==> src/hw/csr_pkg.sv <==
// package: register map, field positions and status carriers for charger status
package csr_pkg;

  // ************************************************************
  // register offsets
  // ************************************************************
  localparam logic [7:0] OFS_STATUS_ONE = 8'h1c;
  localparam logic [7:0] OFS_STATUS_TWO = 8'h1d;
  localparam logic [7:0] OFS_STATUS_THREE = 8'h1e;
  localparam logic [7:0] OFS_STATUS_FOUR = 8'h1f;

  // ************************************************************
  // reset values
  // ************************************************************
  localparam logic [7:0] RST_STATUS = 8'h00;
  localparam logic [7:0] RST_RDATA = 8'h00;

  // ************************************************************
  // field positions
  // ************************************************************
  localparam int ONE_DETECT_DONE_BIT = 0;
  localparam int TWO_OPT_LSB = 6;
  localparam int TWO_THERMAL_BIT = 2;
  localparam int TWO_DATA_LINE_BIT = 1;
  localparam int TWO_BAT_PRESENT_BIT = 0;
  localparam int THREE_IN2_PAIR_BIT = 7;
  localparam int THREE_IN1_PAIR_BIT = 6;
  localparam int THREE_ADC_DONE_BIT = 5;
  localparam int THREE_MIN_SYS_BIT = 4;
  localparam int THREE_FAST_TMR_BIT = 3;
  localparam int THREE_TRICKLE_TMR_BIT = 2;
  localparam int THREE_PRE_TMR_BIT = 1;
  localparam int FOUR_BAT_LOW_BIT = 4;
  localparam int FOUR_COLD_BIT = 3;
  localparam int FOUR_COOL_BIT = 2;
  localparam int FOUR_WARM_BIT = 1;
  localparam int FOUR_HOT_BIT = 0;

  // ************************************************************
  // optimizer codes
  // ************************************************************
  typedef enum logic [1:0] {
    CSR_OPT_DISABLED = 2'b00,
    CSR_OPT_RUNNING = 2'b01,
    CSR_OPT_FOUND = 2'b10,
    CSR_OPT_RESERVED = 2'b11
  } csr_opt_e;

  // ************************************************************
  // carriers
  // ************************************************************
  typedef struct packed {
    logic adapter_detect_done;
    csr_opt_e input_current_optimizer_state;
    logic thermal_regulation_active;
    logic data_line_detect_running;
    logic battery_present;
    logic input2_blocking_pair_fitted;
    logic input1_blocking_pair_fitted;
    logic adc_oneshot_mode;
    logic adc_conversion_done;
    logic forward_mode;
    logic min_system_regulation_active;
    logic fast_charge_timer_expired;
    logic trickle_timer_expired;
    logic precharge_timer_expired;
    logic battery_low_for_boost;
    logic thermistor_cold_zone;
    logic thermistor_cool_zone;
    logic thermistor_warm_zone;
    logic thermistor_hot_zone;
  } csr_src_s;

  typedef struct packed {
    logic rd;
    logic wr;
    logic [7:0] addr;
    logic [7:0] wdata;
  } csr_req_s;

endpackage

==> src/hw/csr_charger_status_regs.sv <==
// module: read-only charger status registers behind the serial control bus
// How it works
// - status one bit 0 shows adapter detection completed.
// - status two bits 7-6: optimizer disabled, running, found; 3 reserved.
// - status two bit 2 shows die thermal regulation.
// - status two bit 1 high only while data-line detection runs.
// - status two bit 0 shows battery above undervoltage-release level.
// - status three bit 7 shows input two blocking pair fitted.
// - status three bit 6 shows input one blocking pair fitted.
// - status three bit 5 shows one-shot ADC conversion complete.
// - status three bit 4 shows forward-mode minimum system regulation.
// - status three bits 3,2,1: fast, trickle, pre-charge timers expired.
// - status four bit 4 shows battery too low for boost.
// - status four bit 3 shows thermistor cold zone.
// - status four bit 2 shows thermistor cool zone.
// - status four bit 1 shows thermistor warm zone.
// - status four bit 0 shows thermistor hot zone.
`timescale 1ns/1ps
module csr_charger_status_regs (
  input wire logic core_clk_in, // 250 mhz core clock
  input wire logic rst_in, // synchronous reset, active high
  input wire csr_pkg::csr_req_s req_in, // register read or write request
  input wire csr_pkg::csr_src_s src_in, // internal status conditions
  output logic [7:0] rdata_out, // read data, valid cycle after rd
  output logic rvalid_out, // one-cycle read answer strobe
  output logic [7:0] status_one_out, // live status one image
  output logic [7:0] status_two_out, // live status two image
  output logic [7:0] status_three_out, // live status three image
  output logic [7:0] status_four_out // live status four image
);

  // ************************************************************
  // state
  // ************************************************************
  typedef struct packed {
    logic [7:0] one;
    logic [7:0] two;
    logic [7:0] three;
    logic [7:0] four;
    logic [7:0] rdata;
    logic rvalid;
  } csr_state_s;

  csr_state_s st_ff;
  csr_state_s nxt_st;

  function automatic logic [7:0] csr_read(
    input logic [7:0] addr,
    input csr_state_s s
  );
    logic [7:0] d;
    d = csr_pkg::RST_RDATA;
    if (addr == csr_pkg::OFS_STATUS_ONE) begin
      d = s.one;
    end else if (addr == csr_pkg::OFS_STATUS_TWO) begin
      d = s.two;
    end else if (addr == csr_pkg::OFS_STATUS_THREE) begin
      d = s.three;
    end else if (addr == csr_pkg::OFS_STATUS_FOUR) begin
      d = s.four;
    end
    return d;
  endfunction

  // ************************************************************
  // next state
  // ************************************************************
  always_comb begin
    nxt_st = st_ff;
    // images rebuilt every cycle from zero, so reserved bits stay low
    nxt_st.one = csr_pkg::RST_STATUS;
    nxt_st.two = csr_pkg::RST_STATUS;
    nxt_st.three = csr_pkg::RST_STATUS;
    nxt_st.four = csr_pkg::RST_STATUS;
    nxt_st.one[csr_pkg::ONE_DETECT_DONE_BIT] =
      src_in.adapter_detect_done;
    // reserved code never reported, shown as disabled instead
    if (src_in.input_current_optimizer_state !=
        csr_pkg::CSR_OPT_RESERVED) begin
      nxt_st.two[csr_pkg::TWO_OPT_LSB +: 2] =
        src_in.input_current_optimizer_state;
    end
    nxt_st.two[csr_pkg::TWO_THERMAL_BIT] =
      src_in.thermal_regulation_active;
    nxt_st.two[csr_pkg::TWO_DATA_LINE_BIT] =
      src_in.data_line_detect_running;
    nxt_st.two[csr_pkg::TWO_BAT_PRESENT_BIT] =
      src_in.battery_present;
    nxt_st.three[csr_pkg::THREE_IN2_PAIR_BIT] =
      src_in.input2_blocking_pair_fitted;
    nxt_st.three[csr_pkg::THREE_IN1_PAIR_BIT] =
      src_in.input1_blocking_pair_fitted;
    // completion only means something in one-shot mode
    nxt_st.three[csr_pkg::THREE_ADC_DONE_BIT] =
      src_in.adc_oneshot_mode & src_in.adc_conversion_done;
    nxt_st.three[csr_pkg::THREE_MIN_SYS_BIT] =
      src_in.forward_mode & src_in.min_system_regulation_active;
    nxt_st.three[csr_pkg::THREE_FAST_TMR_BIT] =
      src_in.fast_charge_timer_expired;
    nxt_st.three[csr_pkg::THREE_TRICKLE_TMR_BIT] =
      src_in.trickle_timer_expired;
    nxt_st.three[csr_pkg::THREE_PRE_TMR_BIT] =
      src_in.precharge_timer_expired;
    nxt_st.four[csr_pkg::FOUR_BAT_LOW_BIT] =
      src_in.battery_low_for_boost;
    nxt_st.four[csr_pkg::FOUR_COLD_BIT] =
      src_in.thermistor_cold_zone;
    nxt_st.four[csr_pkg::FOUR_COOL_BIT] =
      src_in.thermistor_cool_zone;
    nxt_st.four[csr_pkg::FOUR_WARM_BIT] =
      src_in.thermistor_warm_zone;
    nxt_st.four[csr_pkg::FOUR_HOT_BIT] =
      src_in.thermistor_hot_zone;
    // req_in.wr deliberately unused: nothing here is writable
    nxt_st.rvalid = req_in.rd;
    nxt_st.rdata = req_in.rd ? csr_read(req_in.addr, st_ff) :
      csr_pkg::RST_RDATA;
  end

  always_ff @(posedge core_clk_in) begin
    if (rst_in) begin
      st_ff <= '0;
    end else begin
      st_ff <= nxt_st;
    end
  end

  assign rdata_out = st_ff.rdata;
  assign rvalid_out = st_ff.rvalid;
  assign status_one_out = st_ff.one;
  assign status_two_out = st_ff.two;
  assign status_three_out = st_ff.three;
  assign status_four_out = st_ff.four;

endmodule

==> config.mk <==
export PLATFORM = sky130hd
export DESIGN_NAME = csr_charger_status_regs
export DESIGN_NICKNAME = d
export VERILOG_FILES = /design/src/hw/csr_pkg.sv /design/src/hw/csr_charger_status_regs.sv
export SDC_FILE = /design/constraint.sdc
export NUM_CORES = 1
export LEC_CHECK = 0
export BUFFER_PORTS_ARGS = -buffer_cell sky130_fd_sc_hd__buf_2
export CAP_MARGIN = 20
export CORE_MARGIN = 4
export CORE_UTILIZATION = 37
export CTS_CLUSTER_DIAMETER = 120
export DETAILED_ROUTE_END_ITERATION = 8
export GPL_TIMING_DRIVEN = 1
export HOLD_SLACK_MARGIN = 0.03
export PLACE_DENSITY_LB_ADDON = 0.08
export SKIP_LAST_GASP = 1
export SYNTH_ARGS = -nofsm -noshare
export SYNTH_HDL_FRONTEND = slang
export SYNTH_SLANG_ARGS = --single-unit
==> constraint.sdc <==
create_clock -name core_clk_in -period 1.1 [get_ports core_clk_in]
set_input_delay 0.22 -clock core_clk_in [delete_from_list [all_inputs] [get_ports core_clk_in]]
set_output_delay 0.22 -clock core_clk_in [all_outputs]
set_load 0.1 [all_outputs]
==> results of run 1 <==
-- layer usage --
layer | vias up | global-route usage [%] | part of all wire (%)
li1 | 389 | - | -
met1 | 351 | 13.77 | 36
met2 | 37 | 26.39 | 54
met3 | 4 | 2.592 | 8.5
met4 | 0 | 6.646 | 1.5
met5 | - | 0 | 0
-- cell type report --
cell class              count  area share, %
multi-input cells          60          21.50
repair buffers             62          41.84
flip-flops and latches     27          33.00
well taps                  30          2.157
clock buffers               4          1.510
-- power breakdown --
group | switching, mW | internal (mW) | total [mW]
registers | 0.0362 | 1.02 | 1.06
clock network | 0.268 | 0.142 | 0.410
logic | 0.539 | 0.222 | 0.761
total | 0.843 | 1.38 | 2.23
-- stage by stage --
stage	utilization, %	instance area (um2)	setup slack, ps	hold WS (ps)	setup TNS (ps)
finish	69.00	1740	5.021	41.67	0
global route	69.00	1740	-37.84	40.05	-586.7
CTS	68.70	1733	-16.45	34.21	-92.24
detailed placement	67.31	1698	48.53	389.2	0
global placement	67.31	1698	52.61	384.8	0
floorplan	-	1076	-30.49	284.2	-59.47
-- cell usage after synthesis, drive strengths merged --
master,number
dfxtp,27
buf,17
nor2b,16
nor2,10
a22oi,5
nor3b,4
mux2,3
nand2,3
mux2i,2
and2b,1
and4b,1
conb,1
nand3,1
-- state kept, by name, summed over array words and instances (netlist names) --
register and cells:
rdata_out 8, rvalid_out 1, status_three_out 7, status_two_out 5, status_one_out 1, status_four_out 5
-- what timing repair did --
item / CTS / global route
resized for setup: 1 / 0
endpoints found under the hold margin: 0 / 0
buffers inserted: 1 / 1
endpoints found under the setup margin: 15 / 27
-- cell usage in the layout (no fill, tap or decap), drive strengths merged --
cell / synthesis / layout
nor2: 10 / 10
dfxtp: 27 / 27
nand2: 3 / 3
and4b: 1 / 1
mux2: 3 / 3
and2b: 1 / 1
nand3: 1 / 1
a22oi: 5 / 5
nor3b: 4 / 4
nor2b: 16 / 16
buf: 17 / 62
mux2i: 2 / 2
clkbuf: 0 / 4
conb: 1 / 14
-- cell families after synthesis --
| family | synth area share, % |
|---|---|
| AND/OR/NAND/NOR | 22.26 |
| flip-flops | 54.34 |
| buffers and inverters | 12.96 |
| AO/OA/AOI/OAI | 4.277 |
| multiplexers | 5.786 |
| other | 0.3770 |
-- final timing paths --
kind,to,slack [ps],cells after the start
setup / recovery,status_two_out[2],5,1
hold / removal,status_two_out[6],40,2
setup reg to reg,rdata_out[0],160,3
hold reg to reg,rdata_out[5],460,2
==> impl_metrics.env, run 1 <==
export IMPL_status="finished, final reports clean"
export IMPL_ys_warn_count=0
export IMPL_drive_gt1_share_pct=64.05
export IMPL_seq_area_frac_synth_pct=54.34
export IMPL_post_synth_num_cell_types=18
export IMPL_netlist_area_leader_share_pct=54.34
export IMPL_placed_cells=177
export IMPL_grt_max_degree=19
export IMPL_fp_dieH_um=59.85
export IMPL_period_share_pct=99.54
export IMPL_cts_tree="done"
export IMPL_fin_nets=194
export IMPL_cts_root_buf="clkbuf_4"
export IMPL_overflow=0
export IMPL_drt_iter0_markers=11
export IMPL_clock_path_buffers=2
export IMPL_antenna_found_initial=0
export IMPL_vias_per_cell=4.268
export IMPL_seqCellArea_um2=574.3
export IMPL_num_vias=781
export IMPL_p_leak_nw=0.7717
export IMPL_avgRoutedWirePerCell_um=12.33
export IMPL_clk_latency_ps=320
export IMPL_rsz0062_at_grt="yes"
export IMPL_start_kind="flop"
export IMPL_portBuffers=57
export IMPL_first_pass_iters=2
export IMPL_syn_to_final_growth_pct=74.97
export IMPL_synthTopCellsByArea="dfxtp_1, buf_4, nor2b_1"
export IMPL_die_x_um=59.85
export IMPL_multi_input_area_um2=374.1
export IMPL_grt_pass1_wl_um=3553
export IMPL_dieArea_um2=3582
export IMPL_place_gp_congestion=0.6977
export IMPL_syn_avg_cell_area_um2=10.93
export IMPL_final_antenna_net_count=0
export IMPL_drc_errors=0
export IMPL_fin_skew_ps=1.393
export IMPL_cp_required_ps=880
export IMPL_fill_cells=206
export IMPL_syn_area_um2=994.7
export IMPL_synthCells=91
export IMPL_wl_um=2256
export IMPL_fp_coreArea_um2=2522
export IMPL_ioPinCount=81
export IMPL_hold_viol=0
export IMPL_slowest_stage="dfxtp_2"
export IMPL_grt_usage_pct=13.72
export IMPL_ys_ff_latch=27
export IMPL_num_antenna_cells=0
export IMPL_rr_startpoint="status_two_out[0]"
export IMPL_cts_buffers=3
export IMPL_dpl_hpwl_um=1878
export IMPL_drv_slew=0
export IMPL_crit_chain="buf_12"
export IMPL_cts_hold_buffers_added=0
export IMPL_power_density_nw_per_um2=1280
export IMPL_total_power_mw=2.227
export IMPL_worstPathMaxFanout=2
export IMPL_yosysTopAreaCell="dfxtp_1"
export IMPL_startpoint="status_two_out[2]"
export IMPL_rows=18
export IMPL_start_util_pct=39.43
export IMPL_period_needed_ps=1095
export IMPL_criticalPathCategory="flop to primary output"
export IMPL_cts_htree_levels=1
export IMPL_ir_drop_uv=982.0
export IMPL_crit_buf_inv=1
export IMPL_grt_pass1_vias=805
export IMPL_cap_viol_max_count=0
export IMPL_cpPeakStageDelay_ps=380
export IMPL_instances_no_fill=183
export IMPL_crit_path_end_kind="primary output"
export IMPL_hp_class="primary input to flop"
export IMPL_fmax_mhz=913.3
export IMPL_clock_sinks=27
export IMPL_critPathArrivalTime_ps=870
export IMPL_cts_clk_slew_worst_paths_ps=130
export IMPL_cp_top_family="flip-flops"
export IMPL_setup_viol_count_final=0
export IMPL_min_from="src_in[18]"
(Power assumes the default switching activity.)
==> inputs of run 2 (changes only) <==
CORE_ASPECT_RATIO = 0.8   (was unset)
RECOVER_POWER = 100   (was unset)
==> run 2 against run 1 <==
The run now ends with setup timing left. Die area increased by 0.14%. Sequential power hardly changed. Fmax is 0.48% lower. Flip-flop and latch count is the same.
==> impl_metrics.env, run 2 (synthesis results as in run 1) <==
export IMPL_fmax_mhz=908.9
export IMPL_hp_class="primary input to flop"
export IMPL_fin_skew_ps=0.4876
export IMPL_layout_common_cells="buf_2, buf_12, dfxtp_2"
export IMPL_p_int_mw=1.378
export IMPL_slowest_stage="dfxtp_2"
export IMPL_violations="setup timing"
export IMPL_cts_clk_slew_worst_paths_ps=140
export IMPL_vias_per_cell=4.238
export IMPL_setup_ws_ps=-0.2306
export IMPL_avgRoutedWirePerCell_um=12.76
export IMPL_crit_chain="buf_12"
export IMPL_final_util_pct=68.95
export IMPL_slew_headroom_pct=47.56
export IMPL_clock_sinks=27
export IMPL_layout_commonest_cell="buf_2"
export IMPL_r2r_setup_slack_ps=140
export IMPL_wl_um=2411
export IMPL_start_util_pct=39.75
export IMPL_period_share_pct=100.0
export IMPL_drive_gt1_share_pct=61.44
export IMPL_portBuffers=57
export IMPL_antenna_found_initial=0
export IMPL_switching_power_mw=0.8412
export IMPL_clk_latency_ps=320
export IMPL_num_antenna_cells=0
export IMPL_power_density_nw_per_um2=1286
export IMPL_p_leak_nw=0.7609
export IMPL_critPathArrivalTime_ps=880
export IMPL_crit_buf_inv=1
export IMPL_cts_root_buf="clkbuf_4"
export IMPL_die_x_um=65.97
export IMPL_netSwitchingFraction_pct=37.90
export IMPL_place_gp_congestion=0.6190
export IMPL_overflow=0
export IMPL_final_antenna_net_count=0
export IMPL_start_kind="flop"
export IMPL_period_needed_ps=1100
export IMPL_clock_path_buffers=2
export IMPL_hold_viol=0
export IMPL_min_from="src_in[17]"
export IMPL_largest_reg_flops=8
export IMPL_rsz0062_at_grt="yes"
export IMPL_fp_coreArea_um2=2502
export IMPL_num_vias=801
export IMPL_reg2reg_depth=3
export IMPL_power_frac_comb_pct=34.0
export IMPL_worstPathMaxFanout=2
export IMPL_pwr_share_clk_pct=18.5
export IMPL_cts_buffers=3
export IMPL_min_delay_worst_endpoint="status_two_out[7]"
export IMPL_tightest_slew_ps=786.7
export IMPL_cp_top_family="flip-flops"
export IMPL_fp_dieH_um=54.38
export IMPL_drc_errors=0
export IMPL_dieArea_um2=3587
export IMPL_rows=16
export IMPL_fin_nets=194
export IMPL_grt_usage_pct=14.29
export IMPL_holdPathStages=2
export IMPL_drt_iter0_markers=15
export IMPL_setup_viol_count_final=1
export IMPL_seqPwrFrac_pct=47.6
export IMPL_total_power_mw=2.219
export IMPL_crit_path_end_kind="primary output"
export IMPL_cts_hold_buffers_added=0
export IMPL_cp_required_ps=880
export IMPL_drv_slew=0
export IMPL_rr_startpoint="status_two_out[0]"
export IMPL_cts_tree="done"
export IMPL_first_pass_iters=4
export IMPL_cpPeakStageDelay_ps=380
export IMPL_criticalPathCategory="flop to primary output"
export IMPL_reg2reg_to="rdata_out[0]"
export IMPL_grt_max_degree=19
export IMPL_grt_pass1_vias=779
export IMPL_ioPinCount=81
export IMPL_grt_pass1_wl_um=3719
export IMPL_cap_viol_max_count=0
export IMPL_status="finished with violations"
export IMPL_cts_htree_levels=1
export IMPL_syn_to_final_growth_pct=73.46
export IMPL_ir_drop_uv=903.9
run 2: repair_timing:
action / 4_1_cts / 5_1_grt
resized for setup: 1 / 1
setup endpoints to repair: 11 / 24
buffers inserted: 3 / 0
run 2: how the worst max path moves through the flow:
| stage | depth (start not counted) | to | from | slack (ps) |
|---|---|---|---|---|
| 6_report | 1 | status_four_out[0] | status_four_out[0] | -0.2 |
| 5_1_grt | 1 | status_four_out[0] | status_four_out[0] | -50 |
| 4_1_cts | 1 | status_four_out[0] | status_four_out[0] | -10 |
| 3_5_place_dp | 4 | rdata_out[1] | req_in[9] | -20 |
| 3_3_place_gp | 4 | rdata_out[2] | req_in[9] | 30 |
| 2_1_floorplan | 3 | rdata_out[0] | status_two_out[0] | -30 |
run 2: power by group through the flow:
| stage | Combinational (mW) | Clock, mW | Sequential [mW] |
|---|---|---|---|
| floorplan | 0.323 | 0 | 1.32 |
| global placement | 0.748 | 0 | 1.08 |
| detailed placement | 0.756 | 0 | 1.08 |
| CTS | 0.764 | 0.422 | 1.06 |
| global route | 0.781 | 0.464 | 1.06 |
| finish | 0.754 | 0.410 | 1.06 |
run 2: metal layers:
| metal | global-route usage (%) | share of wire (%) | vias up |
|---|---|---|---|
| met5 | 0 | 0 | - |
| met4 | 4.054 | 1.4 | 0 |
| met3 | 5.544 | 11 | 4 |
| met2 | 27.45 | 52 | 54 |
| met1 | 14.64 | 36 | 355 |
| li1 | - | - | 388 |
run 2: final cells by class:
type | instances | area [um2]
clock buffer | 4 | 26.28
fill | 182 | 777.0
multi-input combinational | 60 | 354.1
sequential | 27 | 576.8
tap | 36 | 45.04
timing repair buffer | 62 | 723.2
run 2: through the flow:
step / hold slack (ps) / cell area (um2) / std cells / setup TNS (ps) / setup slack, ps
3_3_place_gp: 384.0 / 1698 / 182 / 0 / 25.95
5_1_grt: 37.07 / 1725 / 189 / -588.9 / -47.85
6_report: 51.68 / 1725 / 189 / -0.2306 / -0.2306
3_5_place_dp: 389.6 / 1698 / 182 / -15.97 / -15.97
4_1_cts: 47.66 / 1748 / 189 / -25.36 / -13.67
2_1_floorplan: 284.2 / 1076 / 104 / -59.47 / -30.49
==> inputs of run 3 (changes only) <==
PLACE_DENSITY = 0.77   (was unset)
PLACE_DENSITY_LB_ADDON = unset   (was 0.08)
==> run 3 against run 2 <==
Via count decreased by 0.50%. The flow still finishes with violations (setup timing). Fmax decreased by 0.57%. Critical endpoint is now status_four_out[4]. Highest routed layer unchanged. First-iteration DRC count increased by 120%. Final cell count increased by 1.1%. Largest power group unchanged. Routed wire length decreased by 1.1%. Clock power increased by 4%. Hold slack improved by 35 ps.
==> impl_metrics.env, run 3 (synthesis results as in run 1) <==
export IMPL_num_vias=797
export IMPL_worstPathMaxFanout=2
export IMPL_violations="setup timing"
export IMPL_grt_pass1_vias=753
export IMPL_final_util_pct=69.90
export IMPL_overflow=0
export IMPL_crit_buf_inv=1
export IMPL_rsz0062_at_grt="yes"
export IMPL_drive_gt1_share_pct=61.29
export IMPL_layout_common_cells="buf_2, buf_12, dfxtp_2"
export IMPL_portBuffers=57
export IMPL_clk_latency_ps=320
export IMPL_criticalPathCategory="flop to primary output"
export IMPL_first_pass_iters=4
export IMPL_dieArea_um2=3587
export IMPL_drc_errors=0
export IMPL_fmax_mhz=903.7
export IMPL_placed_cells=182
export IMPL_dpl_hpwl_um=1990
export IMPL_start_kind="flop"
export IMPL_cts_htree_levels=1
export IMPL_cpPeakStageDelay_ps=390
export IMPL_slowest_stage="dfxtp_2"
export IMPL_fp_dieH_um=54.38
export IMPL_ir_drop_uv=737.7
export IMPL_final_antenna_net_count=0
export IMPL_avgRoutedWirePerCell_um=12.48
export IMPL_hold_slack_ps=86.92
export IMPL_netSwitchingFraction_pct=38.47
export IMPL_cts_tree="done"
export IMPL_wl_um=2384
export IMPL_hp_class="primary input to flop"
export IMPL_cts_root_buf="clkbuf_4"
export IMPL_rows=16
export IMPL_drv_slew=0
export IMPL_fp_coreArea_um2=2502
export IMPL_clock_sinks=27
export IMPL_antenna_found_initial=0
export IMPL_fin_nets=196
export IMPL_power_density_nw_per_um2=1282
export IMPL_cts_buffers=3
export IMPL_setup_viol_count_final=4
export IMPL_p_int_mw=1.380
export IMPL_critPathArrivalTime_ps=890
export IMPL_instances_no_fill=191
export IMPL_slew_headroom_pct=63.38
export IMPL_seqPwrFrac_pct=47.1
export IMPL_start_util_pct=39.75
export IMPL_cp_top_family="flip-flops"
export IMPL_die_x_um=65.97
export IMPL_cts_clk_slew_worst_paths_ps=140
export IMPL_grt_pass1_wl_um=3546
export IMPL_vias_per_cell=4.173
export IMPL_switching_power_mw=0.8629
export IMPL_stdcell_area_um2=1749
export IMPL_crit_chain="buf_12"
export IMPL_crit_path_end_kind="primary output"
export IMPL_cap_viol_max_count=0
export IMPL_tightest_slew_ps=549.3
export IMPL_ioPinCount=81
export IMPL_power_frac_comb_pct=33.9
export IMPL_setup_ws_ps=-6.592
export IMPL_p_leak_nw=0.7680
export IMPL_fin_skew_ps=1.513
export IMPL_clock_path_buffers=2
export IMPL_layout_commonest_cell="buf_2"
export IMPL_cp_required_ps=880
export IMPL_status="finished with violations"
export IMPL_total_power_mw=2.243
export IMPL_drt_iter0_markers=33
export IMPL_period_share_pct=100.6
export IMPL_pwr_share_clk_pct=19.0
export IMPL_num_antenna_cells=0
export IMPL_grt_max_degree=17
export IMPL_period_needed_ps=1107
export IMPL_syn_to_final_growth_pct=75.85
export IMPL_largest_reg_flops=8
export IMPL_place_area_um2=1698
export IMPL_hold_viol=0
export IMPL_grt_usage_pct=13.51
export IMPL_place_gp_congestion=0.6894
==> run 3: worst paths after layout <==
| check | end | cells after the start | slack (ps) | from |
|---|---|---|---|---|
| max | status_four_out[4] | 1 | -7 | status_four_out[4] |
| min | status_three_out[4] | 3 | 90 | src_in[8] |
| max reg2reg | rdata_out[0] | 3 | 150 | status_two_out[0] |
| min reg2reg | rdata_out[5] | 2 | 460 | status_three_out[5] |
==> run 3: metrics by stage <==
step	setup WS [ps]	setup TNS (ps)
final	-6.592	-19.69
after detailed placement	13.33	0
after global placement	45.55	0
after global routing	-55.59	-881.8
after floorplan	-30.49	-59.47
after CTS	-30.42	-266.0
==> run 3: timing repair <==
item	in CTS	in global routing
hold buffers	2	0
gates resized for setup	1	1
endpoints found under the hold margin	2	0
setup endpoints to repair	19	27
setup buffers	2	1
==> run 3: area by class of cell <==
cell class / count / area [um2]
clock buffers: 3 / 22.52
flip-flops and latches: 27 / 576.8
well taps: 36 / 45.04
clock inverters: 1 / 7.507
repair buffers: 64 / 743.2
fillers: 176 / 753.2
multi-input cells: 60 / 354.1
==> run 3: metal layers <==
layer	part of all wire [%]	up-vias	global-route usage, %	wire length [um]
met5	0	-	0	0
met4	2.3	0	5.405	56
met3	12	6	4.928	289
met2	49	54	24.79	1173
met1	36	346	14.34	865
li1	-	391	-	-
==> run 3: power groups by stage <==
| stage | clock network (mW) | registers [mW] | logic, mW |
|---|---|---|---|
| finish | 0.427 | 1.06 | 0.760 |
| global route | 0.489 | 1.06 | 0.784 |
| detailed placement | 0 | 1.08 | 0.756 |
| CTS | 0.453 | 1.06 | 0.768 |
| floorplan | 0 | 1.32 | 0.323 |
| global placement | 0 | 1.08 | 0.747 |
==> run 3: worst reg2reg max path, stage by stage (launching register included) <==
cell,delay (ps)
dfxtp_2,360
mux2_4,270
a22oi_2,170
nor2_1,50
